==> config.mk <==
export PLATFORM = sky130hd
export DESIGN_NAME = ifc_top
export DESIGN_NICKNAME = d
export VERILOG_FILES = /design/src/rtl/ifc_pkg.sv /design/src/rtl/ifc_lock_det.sv /design/src/rtl/ifc_sync.sv /design/src/rtl/ifc_top.sv
export SDC_FILE = /design/constraint.sdc
export NUM_CORES = 1
export LEC_CHECK = 0
export ABC_AREA = 1
export BUFFER_PORTS_ARGS = -buffer_cell sky130_fd_sc_hd__buf_2
export CORE_ASPECT_RATIO = 1.5
export CORE_UTILIZATION = 60
export DETAILED_ROUTE_END_ITERATION = 8
export PLACE_DENSITY = 0.81
export SKIP_LAST_GASP = 1
export SYNTH_ARGS = -nofsm -noshare
export SYNTH_HDL_FRONTEND = slang
export SYNTH_SLANG_ARGS = --single-unit
==> constraint.sdc <==
create_clock -name I_CLK -period 7.1 [get_ports I_CLK]
set_clock_uncertainty 0.05 [all_clocks]
set_input_delay 1.42 -clock I_CLK [delete_from_list [all_inputs] [get_ports I_CLK]]
set_output_delay 1.42 -clock I_CLK [all_outputs]
set_load 0.02 [all_outputs]
==> src/rtl/ifc_pkg.sv <==
package ifc_pkg;

  // Clock rate and timing figures
  localparam int CLK_KHZ = 10_000;
  localparam int GATE_T0_MS = 4;
  localparam int GATE_T1_MS = 8;
  localparam int GATE_T2_MS = 32;
  localparam int GATE_T3_MS = 64;
  // Least figure of each wait range
  localparam int WAIT_SHORT_MS = 3;
  localparam int WAIT_LONG_MS = 7;

  // Widths
  localparam int CNT_W = 20;
  localparam int CW_W = 8;
  localparam int OUT_W = CNT_W + 1;
  localparam int REF_W = 16;
  localparam int IRQ_W = 4;
  localparam int SY_W = 6;

  // Control word bits, shifted in over the serial link
  localparam int CW_RUN = 0;
  localparam int CW_GATE_LO = 1;
  localparam int CW_GATE_HI = 2;
  localparam int CW_IFS = 3;
  localparam int CW_DZ_LO = 4;
  localparam int CW_DZ_HI = 5;
  localparam int CW_DLC = 6;
  localparam int CW_LOCK_PIN = 7;
  localparam logic [CW_W-1:0] CW_RST = 8'h00;

  // Synchroniser lanes
  localparam int SY_DATA = 0;
  localparam int SY_LCLK = 1;
  localparam int SY_STROBE = 2;
  localparam int SY_IF = 3;
  localparam int SY_STATION = 4;
  localparam int SY_PHASE = 5;

  // Register byte offsets
  localparam logic [7:0] REG_CTRL = 8'h00;
  localparam logic [7:0] REG_STATUS = 8'h04;
  localparam logic [7:0] REG_COUNT = 8'h08;
  localparam logic [7:0] REG_IRQ_STAT = 8'h0c;
  localparam logic [7:0] REG_IRQ_MASK = 8'h10;
  localparam logic [7:0] REG_REF_DIV = 8'h14;
  localparam logic [7:0] REG_LOCK_CFG = 8'h18;

  // Status and interrupt bits
  localparam int ST_BUSY = 0;
  localparam int ST_DONE = 1;
  localparam int ST_LOCK = 2;
  localparam int ST_STATION = 3;
  localparam int IRQ_DONE = 0;
  localparam int IRQ_UNLOCK = 1;
  localparam int IRQ_LOCK = 2;
  localparam int IRQ_LATCH = 3;

  // Reset values
  localparam logic [REF_W-1:0] REF_DIV_RST = 16'h03e8;
  localparam logic [IRQ_W-1:0] IRQ_MASK_RST = 4'h0;

  typedef enum logic [1:0] {CNT_IDLE, CNT_WAIT, CNT_GATE, CNT_DONE} ifc_cnt_e;

endpackage

==> src/rtl/ifc_lock_det.sv <==
`timescale 1ns/1ps
`default_nettype none
module ifc_lock_det (
  // Clock and reset
  input wire logic i_clk,
  input wire logic i_rstn,
  // Configuration
  input wire logic i_enable,
  input wire logic [ifc_pkg::REF_W-1:0] i_ref_div,
  // Synchronised phase error level
  input wire logic i_phase_err,
  // Lock state, one bit per reference period
  output logic o_locked
);

  typedef struct packed {
    logic [ifc_pkg::REF_W-1:0] cnt;
    logic err_seen;
    logic locked;
  } ifc_lock_s;

  ifc_lock_s r;
  ifc_lock_s next_r;
  logic period_end;

  // One reference period spans ref_div clocks; zero acts as one
  always_comb begin
    next_r = r;
    period_end = (r.cnt >= i_ref_div - 1'b1) || (i_ref_div == '0);
    next_r.err_seen = r.err_seen | i_phase_err;
    if (!i_enable) begin
      next_r.cnt = '0;
      next_r.err_seen = 1'b0;
      next_r.locked = 1'b1;
    end else if (period_end) begin
      // Verdict taken once per whole period
      next_r.locked = ~(r.err_seen | i_phase_err);
      next_r.cnt = '0;
      next_r.err_seen = 1'b0;
    end else begin
      next_r.cnt = r.cnt + 1'b1;
    end
  end

  // Starts unlocked until a full clean period has passed
  always_ff @(posedge i_clk) begin
    if (!i_rstn) begin
      r <= '0;
    end else begin
      r <= next_r;
    end
  end

  assign o_locked = r.locked;

endmodule
`default_nettype wire

==> src/rtl/ifc_sync.sv <==
`timescale 1ns/1ps
`default_nettype none
module ifc_sync #(
  parameter int W = 1
) (
  // Clock and reset
  input wire logic i_clk,
  input wire logic i_rstn,
  // Asynchronous inputs
  input wire logic [W-1:0] i_async,
  // Synchronised level and edges
  output logic [W-1:0] o_level,
  output logic [W-1:0] o_rise,
  output logic [W-1:0] o_fall
);

  typedef struct packed {
    logic [W-1:0] meta;
    logic [W-1:0] lvl;
    logic [W-1:0] prev;
  } ifc_sync_s;

  ifc_sync_s r;
  ifc_sync_s next_r;

  // Two stages, then a third copy for edges; meta feeds lvl only
  always_comb begin
    next_r = r;
    next_r.meta = i_async;
    next_r.lvl = r.meta;
    next_r.prev = r.lvl;
  end

  always_ff @(posedge i_clk) begin
    if (!i_rstn) begin
      r <= '0;
    end else begin
      r <= next_r;
    end
  end

  assign o_level = r.lvl;
  assign o_rise = r.lvl & ~r.prev;
  assign o_fall = ~r.lvl & r.prev;

endmodule
`default_nettype wire

==> src/rtl/ifc_top.sv <==
// Decided for this implementation: the register addresses and the Wishbone register port.
`timescale 1ns/1ps
`default_nettype none
module ifc_top #(
  parameter int P_GATE0_CYC = ifc_pkg::GATE_T0_MS * ifc_pkg::CLK_KHZ,
  parameter int P_GATE1_CYC = ifc_pkg::GATE_T1_MS * ifc_pkg::CLK_KHZ,
  parameter int P_GATE2_CYC = ifc_pkg::GATE_T2_MS * ifc_pkg::CLK_KHZ,
  parameter int P_GATE3_CYC = ifc_pkg::GATE_T3_MS * ifc_pkg::CLK_KHZ,
  parameter int P_WAIT_SHORT_CYC = ifc_pkg::WAIT_SHORT_MS * ifc_pkg::CLK_KHZ,
  parameter int P_WAIT_LONG_CYC = ifc_pkg::WAIT_LONG_MS * ifc_pkg::CLK_KHZ
) (
  // Clock and reset
  input wire logic I_CLK,
  input wire logic I_RSTN,
  // Wishbone classic slave
  input wire logic I_WB_CYC,
  input wire logic I_WB_STB,
  input wire logic I_WB_WE,
  input wire logic [7:0] I_WB_ADR,
  input wire logic [3:0] I_WB_SEL,
  input wire logic [31:0] I_WB_DAT,
  output logic O_WB_ACK,
  output logic [31:0] O_WB_DAT,
  // Three-wire serial link from the controller
  input wire logic I_LINK_CLK,
  input wire logic I_LINK_DATA,
  input wire logic I_LINK_STROBE,
  output logic O_SDO,
  // IF stage
  input wire logic I_IF_INPUT_PIN,
  input wire logic I_STATION_PRESENT,
  output logic O_IF_SENSITIVITY_SEL,
  // Phase comparator
  input wire logic I_PHASE_ERR,
  output logic O_PUMP_ACTIVE,
  output logic [1:0] O_DEAD_ZONE_SEL,
  output logic O_DEADLOCK_CLEAR,
  // Interrupt and lock
  output logic O_LOCK,
  output logic O_IRQ
);

  typedef struct packed {
    ifc_pkg::ifc_cnt_e st;
    logic [ifc_pkg::CNT_W-1:0] timer;
    logic [ifc_pkg::CNT_W-1:0] count;
    logic [ifc_pkg::CW_W-1:0] sh_in;
    logic [ifc_pkg::CW_W-1:0] ctrl;
    logic [ifc_pkg::OUT_W-1:0] sh_out;
    logic [ifc_pkg::IRQ_W-1:0] irq_stat;
    logic [ifc_pkg::IRQ_W-1:0] irq_mask;
    logic [ifc_pkg::REF_W-1:0] ref_div;
    logic det_en;
    logic lock_prev;
    logic ack;
    logic [31:0] rdat;
    logic sdo;
    logic lock_out;
    logic irq;
    logic pump_on;
    logic [1:0] dz;
    logic force_hi;
    logic if_sensitivity_sel;
  } ifc_top_s;

  ifc_top_s r;
  ifc_top_s next_r;

  logic [ifc_pkg::SY_W-1:0] sy_level;
  logic [ifc_pkg::SY_W-1:0] sy_rise;
  logic [ifc_pkg::SY_W-1:0] sy_fall;
  logic locked;
  logic wb_req;
  logic start;
  logic [ifc_pkg::IRQ_W-1:0] ev;
  logic [ifc_pkg::IRQ_W-1:0] clr;
  logic [31:0] rd;

  // Gate length in cycles, minus one for a down counter
  function automatic logic [ifc_pkg::CNT_W-1:0] gate_cyc(input logic [1:0] sel);
    int c;
    case (sel)
      2'h0: c = P_GATE0_CYC;
      2'h1: c = P_GATE1_CYC;
      2'h2: c = P_GATE2_CYC;
      default: c = P_GATE3_CYC;
    endcase
    return ifc_pkg::CNT_W'(c - 1);
  endfunction

  // Short wait for the two short gates, long wait otherwise
  function automatic logic [ifc_pkg::CNT_W-1:0] wait_cyc(input logic [1:0] sel);
    int c;
    c = sel[1] ? P_WAIT_LONG_CYC : P_WAIT_SHORT_CYC;
    return ifc_pkg::CNT_W'(c - 1);
  endfunction

  // All pins from outside the clock domain pass two flops first
  ifc_sync #(
    .W(ifc_pkg::SY_W)
  ) u_sync (
    .i_clk(I_CLK),
    .i_rstn(I_RSTN),
    .i_async({I_PHASE_ERR, I_STATION_PRESENT, I_IF_INPUT_PIN,
              I_LINK_STROBE, I_LINK_CLK, I_LINK_DATA}),
    .o_level(sy_level),
    .o_rise(sy_rise),
    .o_fall(sy_fall)
  );

  // Lock verdict per reference period
  ifc_lock_det u_lock (
    .i_clk(I_CLK),
    .i_rstn(I_RSTN),
    .i_enable(r.det_en),
    .i_ref_div(r.ref_div),
    .i_phase_err(sy_level[ifc_pkg::SY_PHASE]),
    .o_locked(locked)
  );

  // Register read mux
  always_comb begin
    rd = '0;
    if (I_WB_ADR == ifc_pkg::REG_CTRL) begin
      rd[ifc_pkg::CW_W-1:0] = r.ctrl;
    end else if (I_WB_ADR == ifc_pkg::REG_STATUS) begin
      rd[ifc_pkg::ST_BUSY] = (r.st == ifc_pkg::CNT_WAIT) || (r.st == ifc_pkg::CNT_GATE);
      rd[ifc_pkg::ST_DONE] = (r.st == ifc_pkg::CNT_DONE);
      rd[ifc_pkg::ST_LOCK] = r.lock_out;
      rd[ifc_pkg::ST_STATION] = sy_level[ifc_pkg::SY_STATION];
    end else if (I_WB_ADR == ifc_pkg::REG_COUNT) begin
      rd[ifc_pkg::CNT_W-1:0] = r.count;
    end else if (I_WB_ADR == ifc_pkg::REG_IRQ_STAT) begin
      rd[ifc_pkg::IRQ_W-1:0] = r.irq_stat;
    end else if (I_WB_ADR == ifc_pkg::REG_IRQ_MASK) begin
      rd[ifc_pkg::IRQ_W-1:0] = r.irq_mask;
    end else if (I_WB_ADR == ifc_pkg::REG_REF_DIV) begin
      rd[ifc_pkg::REF_W-1:0] = r.ref_div;
    end else if (I_WB_ADR == ifc_pkg::REG_LOCK_CFG) begin
      rd[0] = r.det_en;
    end
  end

  // Next-state logic for the whole block
  always_comb begin
    next_r = r;
    ev = '0;
    clr = '0;
    start = 1'b0;
    wb_req = I_WB_CYC & I_WB_STB & ~r.ack;

    // Serial link: sample on rising link clock, shift out on falling
    if (sy_rise[ifc_pkg::SY_STROBE]) begin
      next_r.sh_out = {r.lock_out, r.count};
    end else if (sy_level[ifc_pkg::SY_STROBE] && sy_fall[ifc_pkg::SY_LCLK]) begin
      next_r.sh_out = {r.sh_out[ifc_pkg::OUT_W-2:0], 1'b0};
    end
    if (sy_level[ifc_pkg::SY_STROBE] && sy_rise[ifc_pkg::SY_LCLK]) begin
      next_r.sh_in = {r.sh_in[ifc_pkg::CW_W-2:0], sy_level[ifc_pkg::SY_DATA]};
    end
    // New control takes effect only as the strobe falls
    if (sy_fall[ifc_pkg::SY_STROBE]) begin
      next_r.ctrl = r.sh_in;
      ev[ifc_pkg::IRQ_LATCH] = 1'b1;
      start = r.sh_in[ifc_pkg::CW_RUN] & ~r.ctrl[ifc_pkg::CW_RUN];
    end

    // Serial output pin: frame data, else lock level, else released high
    if (sy_level[ifc_pkg::SY_STROBE]) begin
      next_r.sdo = r.sh_out[ifc_pkg::OUT_W-1];
    end else if (r.ctrl[ifc_pkg::CW_LOCK_PIN]) begin
      next_r.sdo = r.lock_out;
    end else begin
      next_r.sdo = 1'b1;
    end

    // IF count sequencer
    case (r.st)
      ifc_pkg::CNT_IDLE: begin
        if (start) begin
          next_r.st = ifc_pkg::CNT_WAIT;
          next_r.timer = wait_cyc(r.sh_in[ifc_pkg::CW_GATE_HI:ifc_pkg::CW_GATE_LO]);
          next_r.count = '0;
        end
      end
      ifc_pkg::CNT_WAIT: begin
        // Pulses during the wait settle the input bias and are not counted
        if (r.timer == '0) begin
          next_r.st = ifc_pkg::CNT_GATE;
          next_r.timer = gate_cyc(r.ctrl[ifc_pkg::CW_GATE_HI:ifc_pkg::CW_GATE_LO]);
        end else begin
          next_r.timer = r.timer - 1'b1;
        end
      end
      ifc_pkg::CNT_GATE: begin
        if (sy_rise[ifc_pkg::SY_IF]) begin
          next_r.count = r.count + 1'b1;
        end
        if (r.timer == '0) begin
          next_r.st = ifc_pkg::CNT_DONE;
          ev[ifc_pkg::IRQ_DONE] = 1'b1;
        end else begin
          next_r.timer = r.timer - 1'b1;
        end
      end
      default: begin
        // Result stays put for readout
        next_r.count = r.count;
      end
    endcase

    // Run bit at zero holds the counter in reset
    if (!next_r.ctrl[ifc_pkg::CW_RUN]) begin
      next_r.st = ifc_pkg::CNT_IDLE;
      next_r.count = '0;
      next_r.timer = '0;
    end

    // Comparator and charge pump controls follow the latched word
    next_r.dz = r.ctrl[ifc_pkg::CW_DZ_HI:ifc_pkg::CW_DZ_LO];
    next_r.pump_on = ~r.ctrl[ifc_pkg::CW_DZ_HI];
    next_r.force_hi = r.ctrl[ifc_pkg::CW_DLC];
    next_r.if_sensitivity_sel = r.ctrl[ifc_pkg::CW_IFS];

    // Lock edges
    next_r.lock_out = locked;
    next_r.lock_prev = r.lock_out;
    ev[ifc_pkg::IRQ_UNLOCK] = r.lock_prev & ~r.lock_out;
    ev[ifc_pkg::IRQ_LOCK] = ~r.lock_prev & r.lock_out;

    // Wishbone: ack one cycle after the request, dropped the next
    next_r.ack = wb_req;
    if (wb_req) begin
      next_r.rdat = I_WB_WE ? '0 : rd;
      if (I_WB_WE) begin
        if (I_WB_ADR == ifc_pkg::REG_IRQ_MASK && I_WB_SEL[0]) begin
          next_r.irq_mask = I_WB_DAT[ifc_pkg::IRQ_W-1:0];
        end else if (I_WB_ADR == ifc_pkg::REG_REF_DIV) begin
          if (I_WB_SEL[0]) begin
            next_r.ref_div[7:0] = I_WB_DAT[7:0];
          end
          if (I_WB_SEL[1]) begin
            next_r.ref_div[15:8] = I_WB_DAT[15:8];
          end
        end else if (I_WB_ADR == ifc_pkg::REG_LOCK_CFG && I_WB_SEL[0]) begin
          next_r.det_en = I_WB_DAT[0];
        end
      end else if (I_WB_ADR == ifc_pkg::REG_IRQ_STAT) begin
        clr = r.irq_stat;
      end
    end else begin
      next_r.rdat = '0;
    end

    // Sticky status: a new event wins over a clearing read
    next_r.irq_stat = (r.irq_stat & ~clr) | ev;
    next_r.irq = |(next_r.irq_stat & next_r.irq_mask);
  end

  // State register
  always_ff @(posedge I_CLK) begin
    if (!I_RSTN) begin
      r <= '0;
      r.st <= ifc_pkg::CNT_IDLE;
      r.ctrl <= ifc_pkg::CW_RST;
      r.irq_mask <= ifc_pkg::IRQ_MASK_RST;
      r.ref_div <= ifc_pkg::REF_DIV_RST;
      r.det_en <= 1'b1;
      r.sdo <= 1'b1;
      r.pump_on <= 1'b1;
    end else begin
      r <= next_r;
    end
  end

  // Every output straight from a flop
  assign O_WB_ACK = r.ack;
  assign O_WB_DAT = r.rdat;
  assign O_SDO = r.sdo;
  assign O_IF_SENSITIVITY_SEL = r.if_sensitivity_sel;
  assign O_PUMP_ACTIVE = r.pump_on;
  assign O_DEAD_ZONE_SEL = r.dz;
  assign O_DEADLOCK_CLEAR = r.force_hi;
  assign O_LOCK = r.lock_out;
  assign O_IRQ = r.irq;

endmodule
`default_nettype wire
==> flow_metrics.env, run 1 <==
export IMPL_r2r_setup_slack_ns=3.63
export IMPL_start_util_pct=62.2
export IMPL_cap_violations=0
export IMPL_regArea_um2=3340
export IMPL_syn_area_um2=8830
export IMPL_gp_congestion=0.921
export IMPL_fillers=1243
export IMPL_p_per_area_nw_per_um2=201
export IMPL_io_buffers=65
export IMPL_status="complete, no violations"
export IMPL_period_share_pct=48.8
export IMPL_overflow=0
export IMPL_via_count=7878
export IMPL_cts_tree="yes"
export IMPL_first_iter_violations=458
export IMPL_endpoint_kind="flop"
export IMPL_post_cts_setup_buffers=0
export IMPL_syn_avg_cell_area_um2=7.16
export IMPL_clockRootBuffer="clkbuf_16"
export IMPL_synth_area_mux_share_pct=0
export IMPL_synthTopCellsByArea="dfxtp_1 (38%), nand2_1 (10%), nor2_1 (7.1%)"
export IMPL_reg2regPathDepth=5
export IMPL_max_freq_ghz=0.288
export IMPL_ir_drop_mv=0.149
export IMPL_syn2layout_area_growth_pct=8.46
export IMPL_multi_input_area_um2=4510
export IMPL_rsz0062_at_grt="no"
export IMPL_clock_latency_ns=0.43
export IMPL_htree_levels=4
export IMPL_worstSetupStartpointType="flop"
export IMPL_r2r_start="u_sync.o_level[2]"
export IMPL_totalWireLength_um=20600
export IMPL_synthXorXnorAreaFrac_pct=4.17
export IMPL_crit_type="flop to flop"
export IMPL_slew_headroom_pct=18.1
export IMPL_die_area_um2=15200
export IMPL_synth_compound_area_share_pct=12.3
export IMPL_hold_depth=2
export IMPL_drcViolationCount=0
export IMPL_crit_arrival_ns=3.71
export IMPL_cts_hold_buffers=0
export IMPL_synth_adder_area_share_pct=4.82
export IMPL_design_core_area_um2=14200
export IMPL_yosys_warnings=0
export IMPL_hold_violations=0
export IMPL_p_leak_nw=4.35
export IMPL_ctsResizeCount=0
export IMPL_setup_tns_ns=0
export IMPL_worstReg2RegEnd="r[68]"
export IMPL_drive_above_1_share_pct=12.0
export IMPL_synth_top_area_share_pct=37.9
export IMPL_hold_class="flop to flop"
export IMPL_min_to="u_sync.o_level[0]"
export IMPL_async_flop_share_pct=0
export IMPL_track_usage_pct=28.5
export IMPL_die_y_um=151
export IMPL_synth_seq_cells=167
export IMPL_layout_min_cycle_time_ns=3.47
export IMPL_num_rows=53
export IMPL_finalMaxSlewViolations=0
export IMPL_finalSetupViolCount=0
export IMPL_synth_simple_area_share_pct=29.3
export IMPL_ys_flop_type="dfxtp_1"
export IMPL_min_from="u_sync.next_r[6]"
export IMPL_grt_pass1_wl_um=33800
export IMPL_grt_max_degree=57
export IMPL_tightest_slew_ns=1.23
export IMPL_antenna_found_initial=0
export IMPL_ctsLongestPathBuffers=2
export IMPL_die_x_um=101
export IMPL_dp_hpwl_um=15100
export IMPL_synth_top_family_by_area="simple AND/OR/NAND/NOR gates"
export IMPL_clock_sinks=167
export IMPL_pin_count=96
export IMPL_final_setup_worst_slack_ns=3.63
export IMPL_n_antenna_cell=0
export IMPL_viasPerCell=5.37
export IMPL_ys_types=48
export IMPL_wl_per_cell_um=14.1
export IMPL_clk_pin_slew_ns=0.07
export IMPL_dr_pass1_iters=6
export IMPL_preCtsSetupSlack_ns=3.31
export IMPL_final_nets=1352
export IMPL_critPathMaxFanout=40
export IMPL_crit_required_ns=7.34
export IMPL_yosysSeqAreaShare_pct=37.9
export IMPL_yosys_area_top_type="dfxtp_1"
export IMPL_grt_pass1_vias=7471
export IMPL_synthCells=1234
export IMPL_synth_edf_count=0
export IMPL_cts_buffers=17
export IMPL_final_antenna_net_count=0
-- worst max-delay path, cell delays in order, from the launching register on --
cell and delay [ns]:
dfxtp_1 0.60, nand2_1 0.82, nand2_1 0.90, inv_1 0.52, a211oi_1 0.33, nor3_1 0.08
-- routing by layer --
layer | track usage [%] | wire length, um
met3 | 4.97 | 924
met5 | 0 | 0
met2 | 53.3 | 11000
met1 | 30.2 | 8070
met4 | 14.3 | 677
-- layout by cell type, fill, tap and decap left out, types with 16 or more instances in the layout --
cell       Yosys  layout
dfxtp_1      167     167
ha_1          34      34
xor2_1        35      35
o21ai_0       54      54
a211oi_1      21      21
nor3_1        34      34
nor2_1       168     168
inv_1        149     149
nand2_1      244     244
buf_2          6      65
nand4_1       16      16
clkbuf_16      0      17
nand3_1       68      68
a21oi_1       76      76
-- where the power goes --
part,leakage (nW),total [mW],internal [mW],switching [mW]
Combinational,2.73,0.0728,0.0235,0.0493
Sequential,1.35,0.961,0.952,0.00932
Clock,0.277,0.887,0.501,0.386
-- cell type report --
type / instances / area share [%]
Inverter: 159 / 6.23
Sequential cell: 167 / 34.9
Clock buffer: 21 / 4.81
Timing Repair Buffer: 66 / 3.47
Tap cell: 192 / 2.51
Clock inverter: 11 / 1.02
Multi-Input combinational cell: 852 / 47.1
-- synthesized netlist by cell type, drive strengths merged (2+ instances only) --
cell type,number
buf,49
nand4,16
a21oi,80
o21ai,62
xor2,35
dfxtp,167
o22ai,12
or2,6
clkbuf,18
o211ai,5
nor2,182
ha,34
nor3,40
nand2,257
nor4,4
nor3b,2
nand3,70
a211oi,22
xnor2,7
inv,158
a21o,2
-- through the flow --
stage	std cells	hold WS [ns]	power, mW	cell area [um2]	util, %
floorplan	1245	0.337	1.03	8870	-
global placement	1436	0.346	1.05	9020	63.6
detailed placement	1436	0.348	1.05	9020	63.6
CTS	1468	0.363	1.93	9580	67.5
global route	1468	0.384	1.98	9580	67.5
finish	1468	0.361	1.92	9580	67.5
-- kinds of logic after synthesis --
logic type / count (synthesis)
simple gates: 577
buf+inv: 226
other cells: 1
compound gates: 187
xor+xnor: 42
flops: 167
fa+ha+maj: 34
-- how the worst max path moves through the flow --
stage / slack, ns / endpoint / startpoint / depth (start not counted)
after CTS: 3.62 / u_lock.r[15] / r[43] / 18
after detailed placement: 3.31 / O_WB_DAT[13] / I_RSTN / 8
after global routing: 3.35 / u_lock.r[15] / r[45] / 18
after floorplan: 4.38 / u_lock.r[1] / r[43] / 19
after global placement: 3.33 / O_WB_DAT[13] / I_RSTN / 8
final: 3.63 / r[68] / u_sync.o_level[2] / 5
-- state kept, by name, summed over array words and instances, names as in the netlist, 2 cells and up --
name and flops:
u_lock.r 17, u_sync.next_r 6, next_r 4, u_sync.r 3
O_WB_DAT 20, u_sync.o_level 6, r 101, O_DEAD_ZONE_SEL 2
(Power assumes the default switching activity.)
==> run 2, diff against run 1 <==
CORE_UTILIZATION = 59   (was 60)
PLACE_DENSITY = 0.8   (was 0.81)
clock period = 3.2 ns   (was 7.1 ns; I/O delays follow)
==> flow_metrics.env, run 2 (synthesized netlist as in run 1, its figures left out) <==
export IMPL_fillers=1271
export IMPL_r2r_setup_slack_ns=0.25
export IMPL_dp_hpwl_um=15600
export IMPL_hold_depth=3
export IMPL_clk_pin_slew_ns=0.07
export IMPL_cap_violations=0
export IMPL_pwr_share_comb_pct=4.0
export IMPL_gp_congestion=0.944
export IMPL_io_buffers=65
export IMPL_dr_pass1_iters=5
export IMPL_p_per_area_nw_per_um2=431
export IMPL_crit_type="flop to flop"
export IMPL_cts_buffers=17
export IMPL_regMostFlops="r"
export IMPL_ctsLongestPathBuffers=2
export IMPL_overflow=0
export IMPL_pin_count=96
export IMPL_largest_register_ffs=101
export IMPL_worstSetupStartpointType="flop"
export IMPL_hold_slack_ns=0.349
export IMPL_die_y_um=152
export IMPL_finalMaxSlewViolations=0
export IMPL_reg2regPathDepth=19
export IMPL_via_count=7955
export IMPL_drcViolationCount=0
export IMPL_max_freq_ghz=0.339
export IMPL_clock_sinks=167
export IMPL_cp_startpoint="r[46]"
export IMPL_endpoint_kind="flop"
export IMPL_p_sw_share_pct=24.3
export IMPL_slew_headroom_pct=53.6
export IMPL_tightest_slew_ns=0.695
export IMPL_seqPwrFrac_pct=50.8
export IMPL_first_iter_violations=363
export IMPL_internal_power_mw=3.18
export IMPL_crit_end="u_lock.o_locked"
export IMPL_cts_tree="yes"
export IMPL_final_setup_worst_slack_ns=0.247
export IMPL_finalSetupViolCount=0
export IMPL_track_usage_pct=28.0
export IMPL_period_share_pct=92.3
export IMPL_num_rows=54
export IMPL_start_util_pct=60.5
export IMPL_totalWireLength_um=21400
export IMPL_n_antenna_cell=0
export IMPL_ir_drop_mv=0.315
export IMPL_htree_levels=4
export IMPL_worstReg2RegEnd="u_lock.o_locked"
export IMPL_status="complete, no violations"
export IMPL_clockPowerShare_pct=45.2
export IMPL_final_nets=1366
export IMPL_crit_required_ns=3.45
export IMPL_syn2layout_area_growth_pct=10.5
export IMPL_clockRootBuffer="clkbuf_16"
export IMPL_layout_cells_most_common="nand2_1"
export IMPL_layout_min_cycle_time_ns=2.95
export IMPL_cts_hold_buffers=0
export IMPL_r2r_start="r[46]"
export IMPL_crit_arrival_ns=3.21
export IMPL_preCtsSetupSlack_ns=0.00141
export IMPL_p_leak_nw=4.43
export IMPL_critPathMaxFanout=4
export IMPL_grt_pass1_wl_um=34400
export IMPL_clock_latency_ns=0.42
export IMPL_design_core_area_um2=14600
export IMPL_hold_violations=0
export IMPL_viasPerCell=5.35
export IMPL_hold_class="input port to flop"
export IMPL_die_x_um=102
export IMPL_grt_max_degree=56
export IMPL_grt_pass1_vias=7571
export IMPL_drive_above_1_share_pct=14.2
export IMPL_die_area_um2=15500
export IMPL_final_cell_mix="nand2_1 (243), dfxtp_1 (167), nor2_1 (161)"
export IMPL_p_sw_mw=1.02
export IMPL_final_antenna_net_count=0
export IMPL_wl_per_cell_um=14.4
export IMPL_antenna_found_initial=0
run 2: cell types whose count changed in the layout (fill, tap and decap cells not counted), moves of 4 or more:
cell / previous run / this run
a21oi_1: 76 / 72
nor2_2: 9 / 13
a21oi_2: 2 / 6
buf_4: 1 / 13
nor2_1: 168 / 161
run 2: repair_timing:
action,in CTS,in global routing
pin swaps,0,4
gates cloned,0,2
setup buffers,0,3
setup endpoints to repair,3,18
resized for setup,1,20
run 2: area by class of cell:
cell class / instances / area [um2] / share of cell area, %
Sequential cell: 167 / 3340 / 34.3
Inverter: 159 / 597 / 6.12
Multi-Input combinational cell: 854 / 4600 / 47.2
Tap cell: 196 / 245 / 2.51
Timing Repair Buffer: 78 / 423 / 4.33
Clock buffer: 17 / 425 / 4.36
Clock inverter: 15 / 121 / 1.24
run 2: stage by stage:
stage	std cells	instance area, um2	total power, mW	util, %	setup TNS, ns
finish	1486	9760	4.20	66.9	0
global route	1486	9760	4.33	66.9	-0.0476
CTS	1481	9640	4.22	66.1	0
detailed placement	1449	9090	2.34	62.3	0
global placement	1449	9090	2.34	62.3	0
floorplan	1245	8870	2.30	-	0
run 2: power by group through the flow:
stage          registers, mW  logic, mW  clock network, mW
2_1_floorplan           2.17      0.122                  0
3_3_place_gp            2.18      0.159                  0
3_5_place_dp            2.18      0.161                  0
4_1_cts                 2.13      0.164               1.92
5_1_grt                 2.13      0.188               2.01
6_report                2.13      0.168               1.90
run 2: worst min-delay path by stage:
stage                            startpoint                 to  slack, ns
after global placement    u_sync.next_r[10]  u_sync.o_level[4]       0.35
after detailed placement  u_sync.next_r[10]  u_sync.o_level[4]       0.35
after CTS                 I_STATION_PRESENT  u_sync.next_r[10]       0.34
after floorplan                   next_r[3]      O_PUMP_ACTIVE       0.34
after global routing      I_STATION_PRESENT  u_sync.next_r[10]       0.36
final                     I_STATION_PRESENT  u_sync.next_r[10]       0.35
run 2: critical path, cell delays in order, from the launching register on:
cell	delay, ns
dfxtp_1	0.32
inv_1	0.12
nand3_1	0.11
nor2_2	0.17
nand2_2	0.10
nor2_4	0.12
nand2_1	0.10
nor2_2	0.11
nand3_1	0.09
xor2_1	0.13
inv_1	0.06
ha_1	0.32
nand2_1	0.10
nor3_2	0.27
nand2_1	0.09
nand4_1	0.19
buf_4	0.14
nor2_1	0.05
nor2_1	0.15
nor2_1	0.05
run 2: per-layer routing:
layer / track usage (%) / vias to the layer above / share of wire (%)
li1: - / 4009 / -
met1: 30.0 / 3644 / 39
met2: 51.0 / 233 / 53
met3: 4.46 / 69 / 3.8
met4: 15.2 / 0 / 4.3
met5: 0 / - / 0
